### config.mk
export PLATFORM = sky130hd
export DESIGN_NAME = lwc_wake_control
export DESIGN_NICKNAME = d
export VERILOG_FILES = /design/src/lwc_pkg.sv /design/src/lwc_sync.sv /design/src/lwc_stab_counter.sv /design/src/lwc_wake_control.sv
export SDC_FILE = /design/constraint.sdc
export NUM_CORES = 1
export LEC_CHECK = 0
export BUFFER_PORTS_ARGS = -buffer_cell sky130_fd_sc_hd__buf_4
export CAP_MARGIN = 10
export CORE_MARGIN = 2
export CORE_UTILIZATION = 59
export CTS_CLUSTER_DIAMETER = 40
export DETAILED_ROUTE_END_ITERATION = 12
export PLACE_DENSITY = 0.81
export REMOVE_ABC_BUFFERS = 1
export SLEW_MARGIN = 20
export SYNTH_ARGS = -nofsm -noshare
export SYNTH_HDL_FRONTEND = slang
export SYNTH_HIERARCHICAL = 1
export SYNTH_SLANG_ARGS = --single-unit
### constraint.sdc
create_clock -name clk -period 6.8 [get_ports clk]
set_input_delay 1.02 -clock clk [delete_from_list [all_inputs] [get_ports clk]]
set_output_delay 1.02 -clock clk [all_outputs]
set_load 0.1 [all_outputs]
### src/lwc_pkg.sv
/*
  Package for the low-power wake controller: register map, field
  positions, state encodings, carrier structs and timing counts.
  Assumes a 100 MHz core clock and an 8-bit APB address.
*/
package lwc_pkg;

  // Register byte addresses
  localparam logic [7:0] IOC_OFFSET = 8'hc8;
  localparam logic [7:0] IRQ_EN_OFFSET = 8'hcc;
  localparam logic [7:0] PORT_A_OFFSET = 8'hd0;
  localparam logic [7:0] PORT_B_OFFSET = 8'hd4;
  localparam logic [7:0] PORT_C_OFFSET = 8'hd8;
  localparam logic [7:0] STATUS_OFFSET = 8'hdc;

  // Interrupt option control fields
  localparam int unsigned IOC_GEN_BIT = 4;

  // Peripheral enable register fields
  localparam int unsigned EN_TIMER_BIT = 0;
  localparam int unsigned EN_CONV_BIT = 1;
  localparam int unsigned EN_RLD_OVF_BIT = 2;
  localparam int unsigned EN_CMP_BIT = 3;
  localparam int unsigned EN_EDGE_BIT = 4;
  localparam int unsigned EN_WDG_SOFT_BIT = 8;
  localparam int unsigned EN_OSC_SEL_BIT = 9;

  // Port config fields: option byte low, data byte above
  localparam int unsigned CFG_OPT_LSB = 0;
  localparam int unsigned CFG_DAT_LSB = 8;

  // Status register fields
  localparam int unsigned ST_PWR_LSB = 0;
  localparam int unsigned ST_RES_LSB = 2;
  localparam int unsigned ST_NMI_BIT = 4;
  localparam int unsigned ST_VEC_LSB = 5;
  localparam int unsigned ST_WDG_BIT = 10;

  // Vector numbering towards the core
  localparam int unsigned VEC_NMI = 0;
  localparam int unsigned VEC_PORT_AB = 1;
  localparam int unsigned VEC_PORT_C = 2;
  localparam int unsigned VEC_RELOAD = 3;
  localparam int unsigned VEC_TIMER = 4;

  // Timing: oscillator stabilisation after stop
  localparam int unsigned CLK_PERIOD_NS = 10;
  localparam int unsigned STAB_TIME_NS = 81920;
  localparam int unsigned STAB_CYCLES_DFLT =
    (STAB_TIME_NS + CLK_PERIOD_NS - 1) / CLK_PERIOD_NS;
  localparam int unsigned STAB_CNT_W = 16;

  // Power states
  typedef enum logic [1:0] {
    PWR_RUN = 2'b00,
    PWR_WAIT = 2'b01,
    PWR_STOP = 2'b10,
    PWR_STAB = 2'b11
  } lwc_pwr_t;

  // Core execution context
  typedef enum logic [1:0] {
    CORE_NORMAL = 2'b00,
    CORE_IRQ = 2'b01,
    CORE_NMI = 2'b10
  } lwc_core_mode_t;

  // Where execution continues after a wake
  typedef enum logic [1:0] {
    RES_SERVICE_THEN_NEXT = 2'b00,
    RES_NEXT_STAY_NMI = 2'b01,
    RES_NEXT_IN_ROUTINE = 2'b10,
    RES_NMI_THEN_ROUTINE = 2'b11
  } lwc_resume_t;

  // APB request from the master
  typedef struct packed {
    logic psel;
    logic penable;
    logic pwrite;
    logic [7:0] paddr;
    logic [31:0] pwdata;
  } lwc_apb_req_t;

  // Peripheral event flags, same clock domain
  typedef struct packed {
    logic timer_zero_flag;
    logic converter_eoc_flag;
    logic reload_overflow_flag;
    logic compare_match_flag;
    logic input_edge_flag;
  } lwc_periph_flags_t;

  // Whole state of the wake controller
  typedef struct packed {
    lwc_pwr_t pwr;
    lwc_core_mode_t saved_mode;
    lwc_resume_t resume;
    logic global_irq_enable;
    logic [4:0] irq_en;
    logic wdg_soft;
    logic osc_sel;
    logic [7:0] pa_opt;
    logic [7:0] pa_dat;
    logic [7:0] pb_opt;
    logic [7:0] pb_dat;
    logic [7:0] pc_opt;
    logic [7:0] pc_dat;
    logic nmi_latch;
    logic nmi_prev;
    logic wake_pulse;
    logic reject_pulse;
    logic stab_start;
    logic [31:0] prdata;
  } lwc_state_t;

  localparam lwc_state_t STATE_RESET = '0;

endpackage : lwc_pkg

### src/lwc_sync.sv
/*
  Two-flop synchroniser for a bus of asynchronous pin levels.
  Assumes each bit is an independent level; no word coherence.
*/
`timescale 1ns/1ps
module lwc_sync
#(
  parameter int unsigned WIDTH = 1
)
(
  // Clock and reset
  input wire logic clk,
  input wire logic reset_n,
  // Levels
  input wire logic [WIDTH-1:0] async_in,
  output logic [WIDTH-1:0] sync_out
);

  // Both stages in one struct
  typedef struct packed {
    logic [WIDTH-1:0] s1;
    logic [WIDTH-1:0] s2;
  } lwc_sync_st_t;

  lwc_sync_st_t st;
  lwc_sync_st_t next_st;

  // First stage feeds only the second
  always_comb
  begin
    next_st.s1 = async_in;
    next_st.s2 = st.s1;
  end

  // Register stages
  always_ff @(posedge clk)
  begin
    if (!reset_n)
    begin
      st <= '0;
    end
    else
    begin
      st <= next_st;
    end
  end

  assign sync_out = st.s2;

endmodule : lwc_sync

### src/lwc_stab_counter.sv
/*
  Oscillator stabilisation timer: a start pulse loads it, a done
  pulse marks expiry. Assumes start is a one-cycle pulse.
*/
`timescale 1ns/1ps
module lwc_stab_counter
  import lwc_pkg::*;
#(
  parameter int unsigned CYCLES = STAB_CYCLES_DFLT
)
(
  // Clock and reset
  input wire logic clk,
  input wire logic reset_n,
  // Control
  input wire logic start,
  output logic done
);

  typedef struct packed {
    logic busy;
    logic fin;
    logic [STAB_CNT_W-1:0] count;
  } lwc_stab_st_t;

  lwc_stab_st_t st;
  lwc_stab_st_t next_st;

  // Load, count down, pulse at zero
  always_comb
  begin
    next_st = st;
    next_st.fin = 1'b0;
    if (start)
    begin
      next_st.busy = 1'b1;
      next_st.count = STAB_CNT_W'(CYCLES - 1);
    end
    else if (st.busy)
    begin
      if (st.count == '0)
      begin
        next_st.busy = 1'b0;
        next_st.fin = 1'b1;
      end
      else
      begin
        next_st.count = st.count - 1'b1;
      end
    end
  end

  // State register
  always_ff @(posedge clk)
  begin
    if (!reset_n)
    begin
      st <= '0;
    end
    else
    begin
      st <= next_st;
    end
  end

  assign done = st.fin;

endmodule : lwc_stab_counter

### src/lwc_wake_control.sv
/*
  Low-power wake controller: WAIT/STOP handling, wake qualification,
  vector request mapping and the APB register file.
  Assumes the core pulses wait_req/stop_req when it executes those
  instructions and reports its context on core_mode; pins are async.
*/
`timescale 1ns/1ps
module lwc_wake_control
  import lwc_pkg::*;
#(
  parameter int unsigned STAB_CYCLES = STAB_CYCLES_DFLT
)
(
  // Clock and reset
  input wire logic clk,
  input wire logic reset_n,
  // APB slave
  input wire lwc_apb_req_t apb_req,
  output logic [31:0] prdata,
  output logic pready,
  output logic pslverr,
  // Core side
  input wire logic wait_req,
  input wire logic stop_req,
  input wire lwc_core_mode_t core_mode,
  input wire logic nmi_ack,
  input wire logic watchdog_hw_option,
  output logic core_halt,
  output logic [4:0] irq_vector,
  output lwc_resume_t resume_action,
  output logic wake_done,
  output logic instr_rejected,
  // Oscillator
  output logic osc_enable,
  output logic osc_select,
  // Peripheral event flags
  input wire lwc_periph_flags_t periph_flags,
  // Pins, asynchronous
  input wire logic nmi_pin_n,
  input wire logic [7:0] port_a_pin,
  input wire logic [7:0] port_b_pin,
  input wire logic [7:0] port_c_pin
);

  // Registered state and its next value
  lwc_state_t st;
  lwc_state_t next_st;

  // Synchronised pin levels
  logic [24:0] pins_sync;
  logic nmi_s;
  logic [7:0] pa_s;
  logic [7:0] pb_s;
  logic [7:0] pc_s;

  // Request terms
  logic [4:1] vec_raw;
  logic maskable_any;
  logic external_any;
  logic wake_wait;
  logic wake_stop;
  logic pending;
  logic wdg_active;
  logic stab_done;

  // Bus decode
  logic setup_ph;
  logic access_ph;
  logic mapped;
  logic writable;
  logic [31:0] rd_word;

  // All pin levels through one two-flop chain
  lwc_sync #(
    .WIDTH(25)
  ) u_pin_sync (
    .clk(clk),
    .reset_n(reset_n),
    .async_in({nmi_pin_n, port_a_pin, port_b_pin, port_c_pin}),
    .sync_out(pins_sync)
  );

  assign {nmi_s, pa_s, pb_s, pc_s} = pins_sync;

  // Stabilisation timer restarted with the oscillator
  lwc_stab_counter #(
    .CYCLES(STAB_CYCLES)
  ) u_stab (
    .clk(clk),
    .reset_n(reset_n),
    .start(st.stab_start),
    .done(stab_done)
  );

  // Where execution goes, from saved context and wake kind
  function automatic lwc_resume_t resume_of(
    input lwc_core_mode_t mode,
    input logic by_nmi
  );
    lwc_resume_t r;
    r = RES_SERVICE_THEN_NEXT;
    unique case (mode)
      CORE_NORMAL: r = RES_SERVICE_THEN_NEXT;
      CORE_NMI: r = RES_NEXT_STAY_NMI;
      CORE_IRQ:
      begin
        if (by_nmi)
        begin
          r = RES_NMI_THEN_ROUTINE;
        end
        else
        begin
          r = RES_NEXT_IN_ROUTINE;
        end
      end
      // Illegal context code treated as main program
      default: r = RES_SERVICE_THEN_NEXT;
    endcase
    return r;
  endfunction : resume_of

  // Request mapping and wake qualification
  always_comb
  begin
    // Pin enabled when option set, data clear
    vec_raw[VEC_PORT_AB] = |(~pa_s & st.pa_opt & ~st.pa_dat)
      | |(~pb_s & st.pb_opt & ~st.pb_dat);
    vec_raw[VEC_PORT_C] = |(~pc_s & st.pc_opt & ~st.pc_dat);
    vec_raw[VEC_RELOAD] =
      (periph_flags.reload_overflow_flag & st.irq_en[EN_RLD_OVF_BIT])
      | (periph_flags.compare_match_flag & st.irq_en[EN_CMP_BIT])
      | (periph_flags.input_edge_flag & st.irq_en[EN_EDGE_BIT]);
    vec_raw[VEC_TIMER] =
      (periph_flags.timer_zero_flag & st.irq_en[EN_TIMER_BIT])
      | (periph_flags.converter_eoc_flag & st.irq_en[EN_CONV_BIT]);
    maskable_any = |vec_raw;
    // Only pins and NMI are external sources
    external_any = vec_raw[VEC_PORT_AB] | vec_raw[VEC_PORT_C]
      | st.nmi_latch;
    // OR of enabled requests, qualified by GEN
    // GEN low stops even NMI from waking
    wake_wait = st.global_irq_enable & (maskable_any | st.nmi_latch);
    // Stop only ends on external request
    wake_stop = st.global_irq_enable & external_any;
    // Any GEN-qualified request or NMI, whatever core_mode
    pending = (st.global_irq_enable & maskable_any) | st.nmi_latch;
    wdg_active = watchdog_hw_option | st.wdg_soft;
  end

  // Requests presented to the core
  always_comb
  begin
    irq_vector[VEC_NMI] = st.nmi_latch;
    irq_vector[4:1] = vec_raw
      & {4{st.global_irq_enable & (core_mode == CORE_NORMAL)}};
  end

  // APB phase and address decode
  always_comb
  begin
    setup_ph = apb_req.psel & ~apb_req.penable;
    access_ph = apb_req.psel & apb_req.penable;
    writable = 1'b1;
    mapped = 1'b1;
    rd_word = 32'h0000_0000;
    unique case (apb_req.paddr)
      // Write-only: reads as zero
      IOC_OFFSET: rd_word = 32'h0000_0000;
      IRQ_EN_OFFSET:
      begin
        rd_word[4:0] = st.irq_en;
        rd_word[EN_WDG_SOFT_BIT] = st.wdg_soft;
        rd_word[EN_OSC_SEL_BIT] = st.osc_sel;
      end
      PORT_A_OFFSET: rd_word[15:0] = {st.pa_dat, st.pa_opt};
      PORT_B_OFFSET: rd_word[15:0] = {st.pb_dat, st.pb_opt};
      PORT_C_OFFSET: rd_word[15:0] = {st.pc_dat, st.pc_opt};
      STATUS_OFFSET:
      begin
        writable = 1'b0;
        rd_word[ST_PWR_LSB+:2] = st.pwr;
        rd_word[ST_RES_LSB+:2] = st.resume;
        rd_word[ST_NMI_BIT] = st.nmi_latch;
        rd_word[ST_VEC_LSB+:5] = irq_vector;
        rd_word[ST_WDG_BIT] = wdg_active;
      end
      // Unmapped: zero data and an error
      default:
      begin
        mapped = 1'b0;
        writable = 1'b0;
      end
    endcase
  end

  // No wait states; error on unmapped or read-only write
  assign pready = 1'b1;
  assign pslverr = access_ph & (~mapped | (apb_req.pwrite & ~writable));

  // Next-state logic
  always_comb
  begin
    next_st = st;
    next_st.wake_pulse = 1'b0;
    next_st.reject_pulse = 1'b0;
    next_st.stab_start = 1'b0;

    // Read data captured in setup, shown in access
    if (setup_ph & ~apb_req.pwrite)
    begin
      next_st.prdata = rd_word;
    end

    // Register writes at the access edge
    if (access_ph & apb_req.pwrite & writable)
    begin
      unique case (apb_req.paddr)
        IOC_OFFSET:
        begin
          next_st.global_irq_enable = apb_req.pwdata[IOC_GEN_BIT];
        end
        IRQ_EN_OFFSET:
        begin
          next_st.irq_en = apb_req.pwdata[4:0];
          next_st.wdg_soft = apb_req.pwdata[EN_WDG_SOFT_BIT];
          next_st.osc_sel = apb_req.pwdata[EN_OSC_SEL_BIT];
        end
        PORT_A_OFFSET:
        begin
          next_st.pa_opt = apb_req.pwdata[CFG_OPT_LSB+:8];
          next_st.pa_dat = apb_req.pwdata[CFG_DAT_LSB+:8];
        end
        PORT_B_OFFSET:
        begin
          next_st.pb_opt = apb_req.pwdata[CFG_OPT_LSB+:8];
          next_st.pb_dat = apb_req.pwdata[CFG_DAT_LSB+:8];
        end
        PORT_C_OFFSET:
        begin
          next_st.pc_opt = apb_req.pwdata[CFG_OPT_LSB+:8];
          next_st.pc_dat = apb_req.pwdata[CFG_DAT_LSB+:8];
        end
        // Read-only and unmapped writes change nothing
        default:
        begin
          next_st.pc_opt = st.pc_opt;
        end
      endcase
    end

    // NMI falling edge latch; a new edge beats the ack
    next_st.nmi_prev = nmi_s;
    if (st.nmi_prev & ~nmi_s)
    begin
      next_st.nmi_latch = 1'b1;
    end
    else if (nmi_ack)
    begin
      next_st.nmi_latch = 1'b0;
    end

    // Power state machine
    unique case (st.pwr)
      PWR_RUN:
      begin
        if (wait_req | stop_req)
        begin
          if (pending)
          begin
            next_st.reject_pulse = 1'b1;
          end
          else if (stop_req & ~wdg_active)
          begin
            next_st.pwr = PWR_STOP;
            next_st.saved_mode = core_mode;
          end
          else
          begin
            next_st.pwr = PWR_WAIT;
            next_st.saved_mode = core_mode;
          end
        end
      end
      PWR_WAIT:
      begin
        // Straight back to run, no delay
        if (wake_wait)
        begin
          next_st.pwr = PWR_RUN;
          next_st.wake_pulse = 1'b1;
          next_st.resume = resume_of(st.saved_mode, st.nmi_latch);
        end
      end
      PWR_STOP:
      begin
        if (wake_stop)
        begin
          next_st.pwr = PWR_STAB;
          next_st.stab_start = 1'b1;
          next_st.resume = resume_of(st.saved_mode, st.nmi_latch);
        end
      end
      PWR_STAB:
      begin
        if (stab_done)
        begin
          next_st.pwr = PWR_RUN;
          next_st.wake_pulse = 1'b1;
        end
      end
    endcase
  end

  // State register
  always_ff @(posedge clk)
  begin
    // Reset from any power state back to run
    if (!reset_n)
    begin
      st <= STATE_RESET;
    end
    else
    begin
      st <= next_st;
    end
  end

  // Outputs from registered state
  always_comb
  begin
    prdata = st.prdata;
    // No fetch while waiting, clocks stay on
    core_halt = (st.pwr != PWR_RUN);
    osc_enable = (st.pwr != PWR_STOP);
    osc_select = st.osc_sel;
    resume_action = st.resume;
    wake_done = st.wake_pulse;
    instr_rejected = st.reject_pulse;
  end

endmodule : lwc_wake_control

Word level (Yosys, flattened, before mapping)
Cells that the tools add are included.
{"block": "totals", "reg_bits": 151, "latch_bits": 0, "ram_bits": 0, "rom_bits": 0, "output_inout_bits": 46, "elab_cells": 154, "memories": 0}
{"block": "op_classes", "add_sub_neg": 1, "mul": 0, "div": 0, "n_lt_le_gt_ge": 0, "n_eq_ne": 18, "shifts": 0, "n_mux": 31, "bitwise": 52, "reduce_logical": 27}
{"operator": "$and A8 B8 Y8", "n": 6}
{"operator": "$eq A8 B8 Y1 const B", "n": 6}
{"operator": "$not A8 Y8", "n": 6}
{"operator": "$pmux W5 S5", "n": 1}
{"operator": "$reduce_or A8 Y1", "n": 3}
{"operator": "$and A1 B1 Y1", "n": 18}
{"operator": "$mux W18", "n": 1}
{"operator": "$logic_not A16 Y1", "n": 1}
{"operator": "$mux W16", "n": 1}
{"operator": "$reduce_and A2 Y1", "n": 8}
{"operator": "$sub A16 B1 Y16 const B", "n": 1}
{"operator": "$pmux W5 S3", "n": 1}
{"operator": "$mux W13", "n": 1}
{"operator": "$mux W2", "n": 6}
{"operator": "$mux W4", "n": 3}
{"operator": "$ne A2 B2 Y1 const B", "n": 6}
{"operator": "$pmux W3 S4", "n": 1}
{"operator": "$or A1 B1 Y1", "n": 11}
{"operator": "$reduce_or A11 Y1", "n": 1}
{"operator": "$mux W1", "n": 10}
{"operator": "$not A1 Y1", "n": 10}
{"operator": "$pmux W2 S5", "n": 1}
{"operator": "$reduce_and A3 Y1", "n": 3}
{"operator": "$pmux W2 S2", "n": 2}
{"operator": "other kinds (14)", "n": 21}

Longest topological paths before layout
{"block": "logic_depth", "word_depth": 11, "depth_mapped": 9, "ltp_nobuf": 7}

Cells and area by module
The synthesis kept the hierarchy.
{"mod": "lwc_wake_control", "n_inst": 1, "cells_each": 473, "area_each_um2": 4291.6, "seq_area_each_um2": 1661.6}
{"mod": "lwc_sync", "n_inst": 1, "cells_each": 105, "area_each_um2": 1388.8, "seq_area_each_um2": 1001.0}
{"mod": "lwc_stab_counter", "n_inst": 1, "cells_each": 103, "area_each_um2": 991.0, "seq_area_each_um2": 360.3}

Worst setup path after synthesis
OpenSTA, ideal clock, no wires.
{"block": "synth_timing", "path_type": "input port to output port", "from": "input core_mode[0]", "to": "output irq_vector[1]", "t_arrival_ps": 2886, "t_required_ps": 5780, "path_slack_ps": 2894, "stages": 2, "path_buffers": 0, "path_cell_list": "or3b_2 -> nor2b_1"}
{"block": "synth_between", "elab_chain_cells": 3}
{"element": "from (decl)", "line_no": "lwc_wake_control.sv:25", "source": "input wire lwc_core_mode_t core_mode,"}
{"element": "$logic_not A2 Y1", "line_no": "lwc_wake_control.sv:155", "source": "& {4{st.global_irq_enable & (core_mode == CORE_NORMAL)}};"}
{"element": "$and A1 B1 Y1", "line_no": "lwc_wake_control.sv:155"}
{"element": "$and A4 B4 Y4", "line_no": "lwc_wake_control.sv:155"}
{"element": "to (decl)", "line_no": "lwc_wake_control.sv:29", "source": "output logic [4:0] irq_vector,"}
No other way between the ends.

Worst setup path in the final report
{"block": "layout_timing", "from": "input apb_req[33] (netlist bit)", "to": "register st[63] (netlist bit)"}
{"block": "layout_between", "elab_chain_cells": 5, "word_cells_on_any_way": 9, "classes_between": "eq/ne (5); mux (1); bitwise (1); reduce/logical (2)"}
{"element": "from (decl)", "line_no": "lwc_wake_control.sv:18", "source": "input wire lwc_apb_req_t apb_req,"}
{"element": "$eq A8 B8 Y1 (on tied branches)", "line_no": "lwc_wake_control.sv:166, lwc_wake_control.sv:217"}
{"element": "$reduce_or A5 Y1 (no source line)"}
{"element": "$mux W1", "line_no": "lwc_wake_control.sv:166", "source": "unique case (apb_req.paddr)"}
{"element": "$and A1 B1 Y1", "line_no": "lwc_wake_control.sv:215", "source": "if (access_ph & apb_req.pwrite & writable)"}
{"element": "$reduce_and A2 Y1 (no source line) *"}
{"element": "to (signal assigned)", "line_no": "lwc_wake_control.sv:324", "source": "st <= next_st;"}
{"element": "to (decl)", "line_no": "lwc_wake_control.sv:46", "source": "lwc_state_t st;"}
Mark *: on every way between the ends. The rest lies on a longest branch, timed or not.
A chain may end at the register's enable or synchronous reset.

==> flow_metrics.py <==
metrics = {
    "clock_tree": {
        "cts.path.max_buffers": 2,
        "clk_latency_ns": 0.42,
        "cts_setup_buffers": 0,
        "cts_max_level": 4,
        "clockRootBuffer": "clkbuf_16",
        "cts_tree": "done",
        "clk_pin_slew_worst_paths_ns": 0.06,
        "cts_sinks": 151,
        "post_cts_resized": 0,
        "ctsHoldBuffers": 0,
        "cts_inserted_buffers": 17,
    },
    "cells_and_area": {
        "ff_latch_area_um2": 3023,
        "drive_gt1_frac": 0.2553,
        "final_core_util": 0.7120,
        "fillCellCount": 813,
        "antenna_cells": 0,
        "multiInputGateArea_um2": 3193,
        "nets": 821,
        "syn2layout_area_growth_pct": 16.71,
    },
    "status": {
        "status": "finished clean",
    },
    "synth": {
        "synth_most_common_cell": "dfxtp_1",
        "ys_warn_count": 6,
        "synth_edf_count": 0,
        "synth_top_area_frac": 0.4531,
        "synth_flop_cell": "dfxtp_1",
        "synthTopCellsByCount": "151 x dfxtp_1, 84 x nor2_1, 74 x mux2i_1",
        "yosysSeqAreaShare": 0.4531,
        "synth-async-reset-ratio": 0,
        "synth_area_leaders": "dfxtp_1 45%, mux2i_1 11%, nor2_1 4.7%",
        "ys_ff_latch": 151,
        "syn_inst": 681,
        "synth_top_area_cell": "dfxtp_1",
        "netlist-cell-type-count": 70,
        "synth_area_per_cell_um2": 9.796,
        "synth_area_um2": 6671,
    },
    "sta": {
        "max_slew_margin": 0.2432,
        "finalHoldViolations": 0,
        "finalSetupTns_ns": 0,
        "setup_viol": 0,
        "fin_skew_ns": 0.01275,
        "finalCritPeriodShare": 0.5151,
        "fin_crit_ns": 3.503,
        "drv_slew": 0,
        "max_freq_mhz": 285.5,
        "fin_ws_ns": 3.297,
        "rsz0062_at_grt": "false",
        "worstMarginPinSlew_ns": 1.131,
    },
    "floorplanning": {
        "start_util": 0.6101,
        "coreArea_um2": 10940,
        "die_h_um": 110.3,
        "die_x_um": 110.3,
        "die_area_um2": 12170,
        "boundaryPins": 127,
        "rows": 38,
    },
    "power": {
        "cellLeakagePower_nw": 3.138,
        "vdd_drop_max_v": 0.0001771,
        "power.total_mw": 2.212,
        "powerDensity_nw_per_um2": 284.0,
    },
    "detailed_routing": {
        "drt_iter0_drc": 426,
        "antenna_left": 0,
        "routed_wl_um": 15880,
        "firstDrtPassIters": 5,
        "vias_per_cell": 5.926,
        "wl_per_cell_um": 17.89,
        "drc": 0,
        "dr_total_vias": 5262,
    },
    "critical_path": {
        "critPathLaunchType": "input port",
        "crit_slowest_cell": "nor3_4",
        "required_ns": 7.07,
        "cpPeakStageDelay_ns": 1.01,
        "critical-path-top-delay-family": "simple AND/OR/NAND/NOR gates",
        "cp_cell_sequence": "buf_4, nor4_2, nand2_1, or2_1, nor3_4, mux2i_1, nor2_1",
        "path_depth": 7,
        "path_class": "in -> reg",
        "cp.arrival_ns": 3.78,
        "worstSetupEndpointType": "flop",
        "cp_max_fo": 18,
        "rr_worst_depth": 6,
        "critPathBufInv": 1,
    },
    "placement": {
        "dp_hpwl_um": 10640,
        "routabilityCongestion": 0.8533,
        "port_buffers": 93,
        "pre_cts_slack_ns": 2.939,
    },
    "run": {
        "cap_violations": 0,
    },
    "worst_hold_path": {
        "min_path_cells": 1,
        "hp-class": "reg -> reg",
    },
    "global_routing": {
        "antenna_found_initial": 0,
        "grt_pass1_wl_um": 25040,
        "grt_overflow": 0,
        "grt.total_usage": 0.2709,
        "first_global_vias": 4988,
        "grt_max_degree": 80,
    },
}
## per-stage QoR
step / instances / hold WS (ns) / cell area (µm²)
final: 888 / 0.4304 / 7786
after CTS: 888 / 0.4341 / 7786
after global placement: 856 / 0.4159 / 7164
after floorplan: 621 / 0.4118 / 6270
after detailed placement: 856 / 0.4197 / 7164
after global routing: 888 / 0.4581 / 7786
## cell usage in the layout, fill, tap and decap left out, types with 3 or more instances in the layout
master	synthesis	final
a221oi_1	4	4
buf_4	39	95
clkinv_4	0	3
mux2_2	6	6
o32ai_1	3	3
nor3b_1	17	17
inv_1	16	15
clkinvlp_4	0	3
o21ai_1	7	7
nand2_1	16	16
bufinv_16	0	3
and3_1	4	4
nor4_1	15	15
a21oi_1	11	11
a2bb2oi_1	10	10
and2_2	40	40
nor2_1	84	84
clkbuf_16	0	17
o31ai_1	5	5
o21ai_0	8	8
dfxtp_1	151	151
a22oi_1	8	8
o21a_1	3	3
nand4_1	6	6
nor2b_1	4	4
nor3_1	10	10
mux2i_1	74	74
nand3_1	3	3
nand2b_1	4	4
inv_6	0	3
and2_1	15	15
ha_1	5	5
or2_2	3	3
o221ai_1	9	9
o31a_1	21	21
conb_1	2	17
or4_1	4	4
## sequential cells by signal (all words and copies together) (netlist names)
signal	cells
st	61
u_pin_sync/next_st	25
u_pin_sync/sync_out	25
u_stab/st	17
prdata	16
resume_action	2
instr_rejected	1
irq_vector	1
osc_select	1
u_stab/done	1
wake_done	1
## cell type report
cell class	instances	area share
clock buffer	20	0.05865
clock inverter	12	0.02121
inverter	16	0.007713
multi-input combinational	454	0.4101
sequential	151	0.3882
tap	140	0.02250
timing repair buffer	95	0.09160
## routing by layer
| layer | track usage | vias up | part of all wire |
|---|---|---|---|
| met5 | 0 | - | 0 |
| met3 | 0.06114 | 22 | 0.076 |
| li1 | - | 2482 | - |
| met4 | 0.1063 | 0 | 0.018 |
| met1 | 0.3452 | 2536 | 0.42 |
| met2 | 0.4470 | 222 | 0.48 |
## cell families (layout without fill, tap and decap cells)
family | count (synthesis) | count (layout) | synth area share
buffers and inverters | 91 | 143 | 0.07764
AND/OR/NAND/NOR | 243 | 243 | 0.2099
flip-flops | 151 | 151 | 0.4531
multiplexers | 81 | 81 | 0.1228
adder cells (fa/ha/maj) | 5 | 5 | 0.009377
AO/OA/AOI/OAI | 108 | 108 | 0.1260
other | 2 | 17 | 0.001126
## final timing paths
path,startpoint,to,slack [ns]
max reg2reg,st[63],resume_action[0],4.16
max,apb_req[33],st[63],3.30
min reg2reg,u_pin_sync/next_st[5],u_pin_sync/sync_out[5],0.43
min,u_pin_sync/next_st[5],u_pin_sync/sync_out[5],0.43
## report_power, final
part           internal, mW  switching, mW  leakage, nW  total [mW]
Combinational        0.0881          0.211         1.61       0.299
Clock                 0.602          0.373        0.294       0.974
Sequential            0.913         0.0254         1.23       0.938
Total                  1.60          0.609         3.14        2.21
Note: power is estimated with default switching activity, not from simulation.
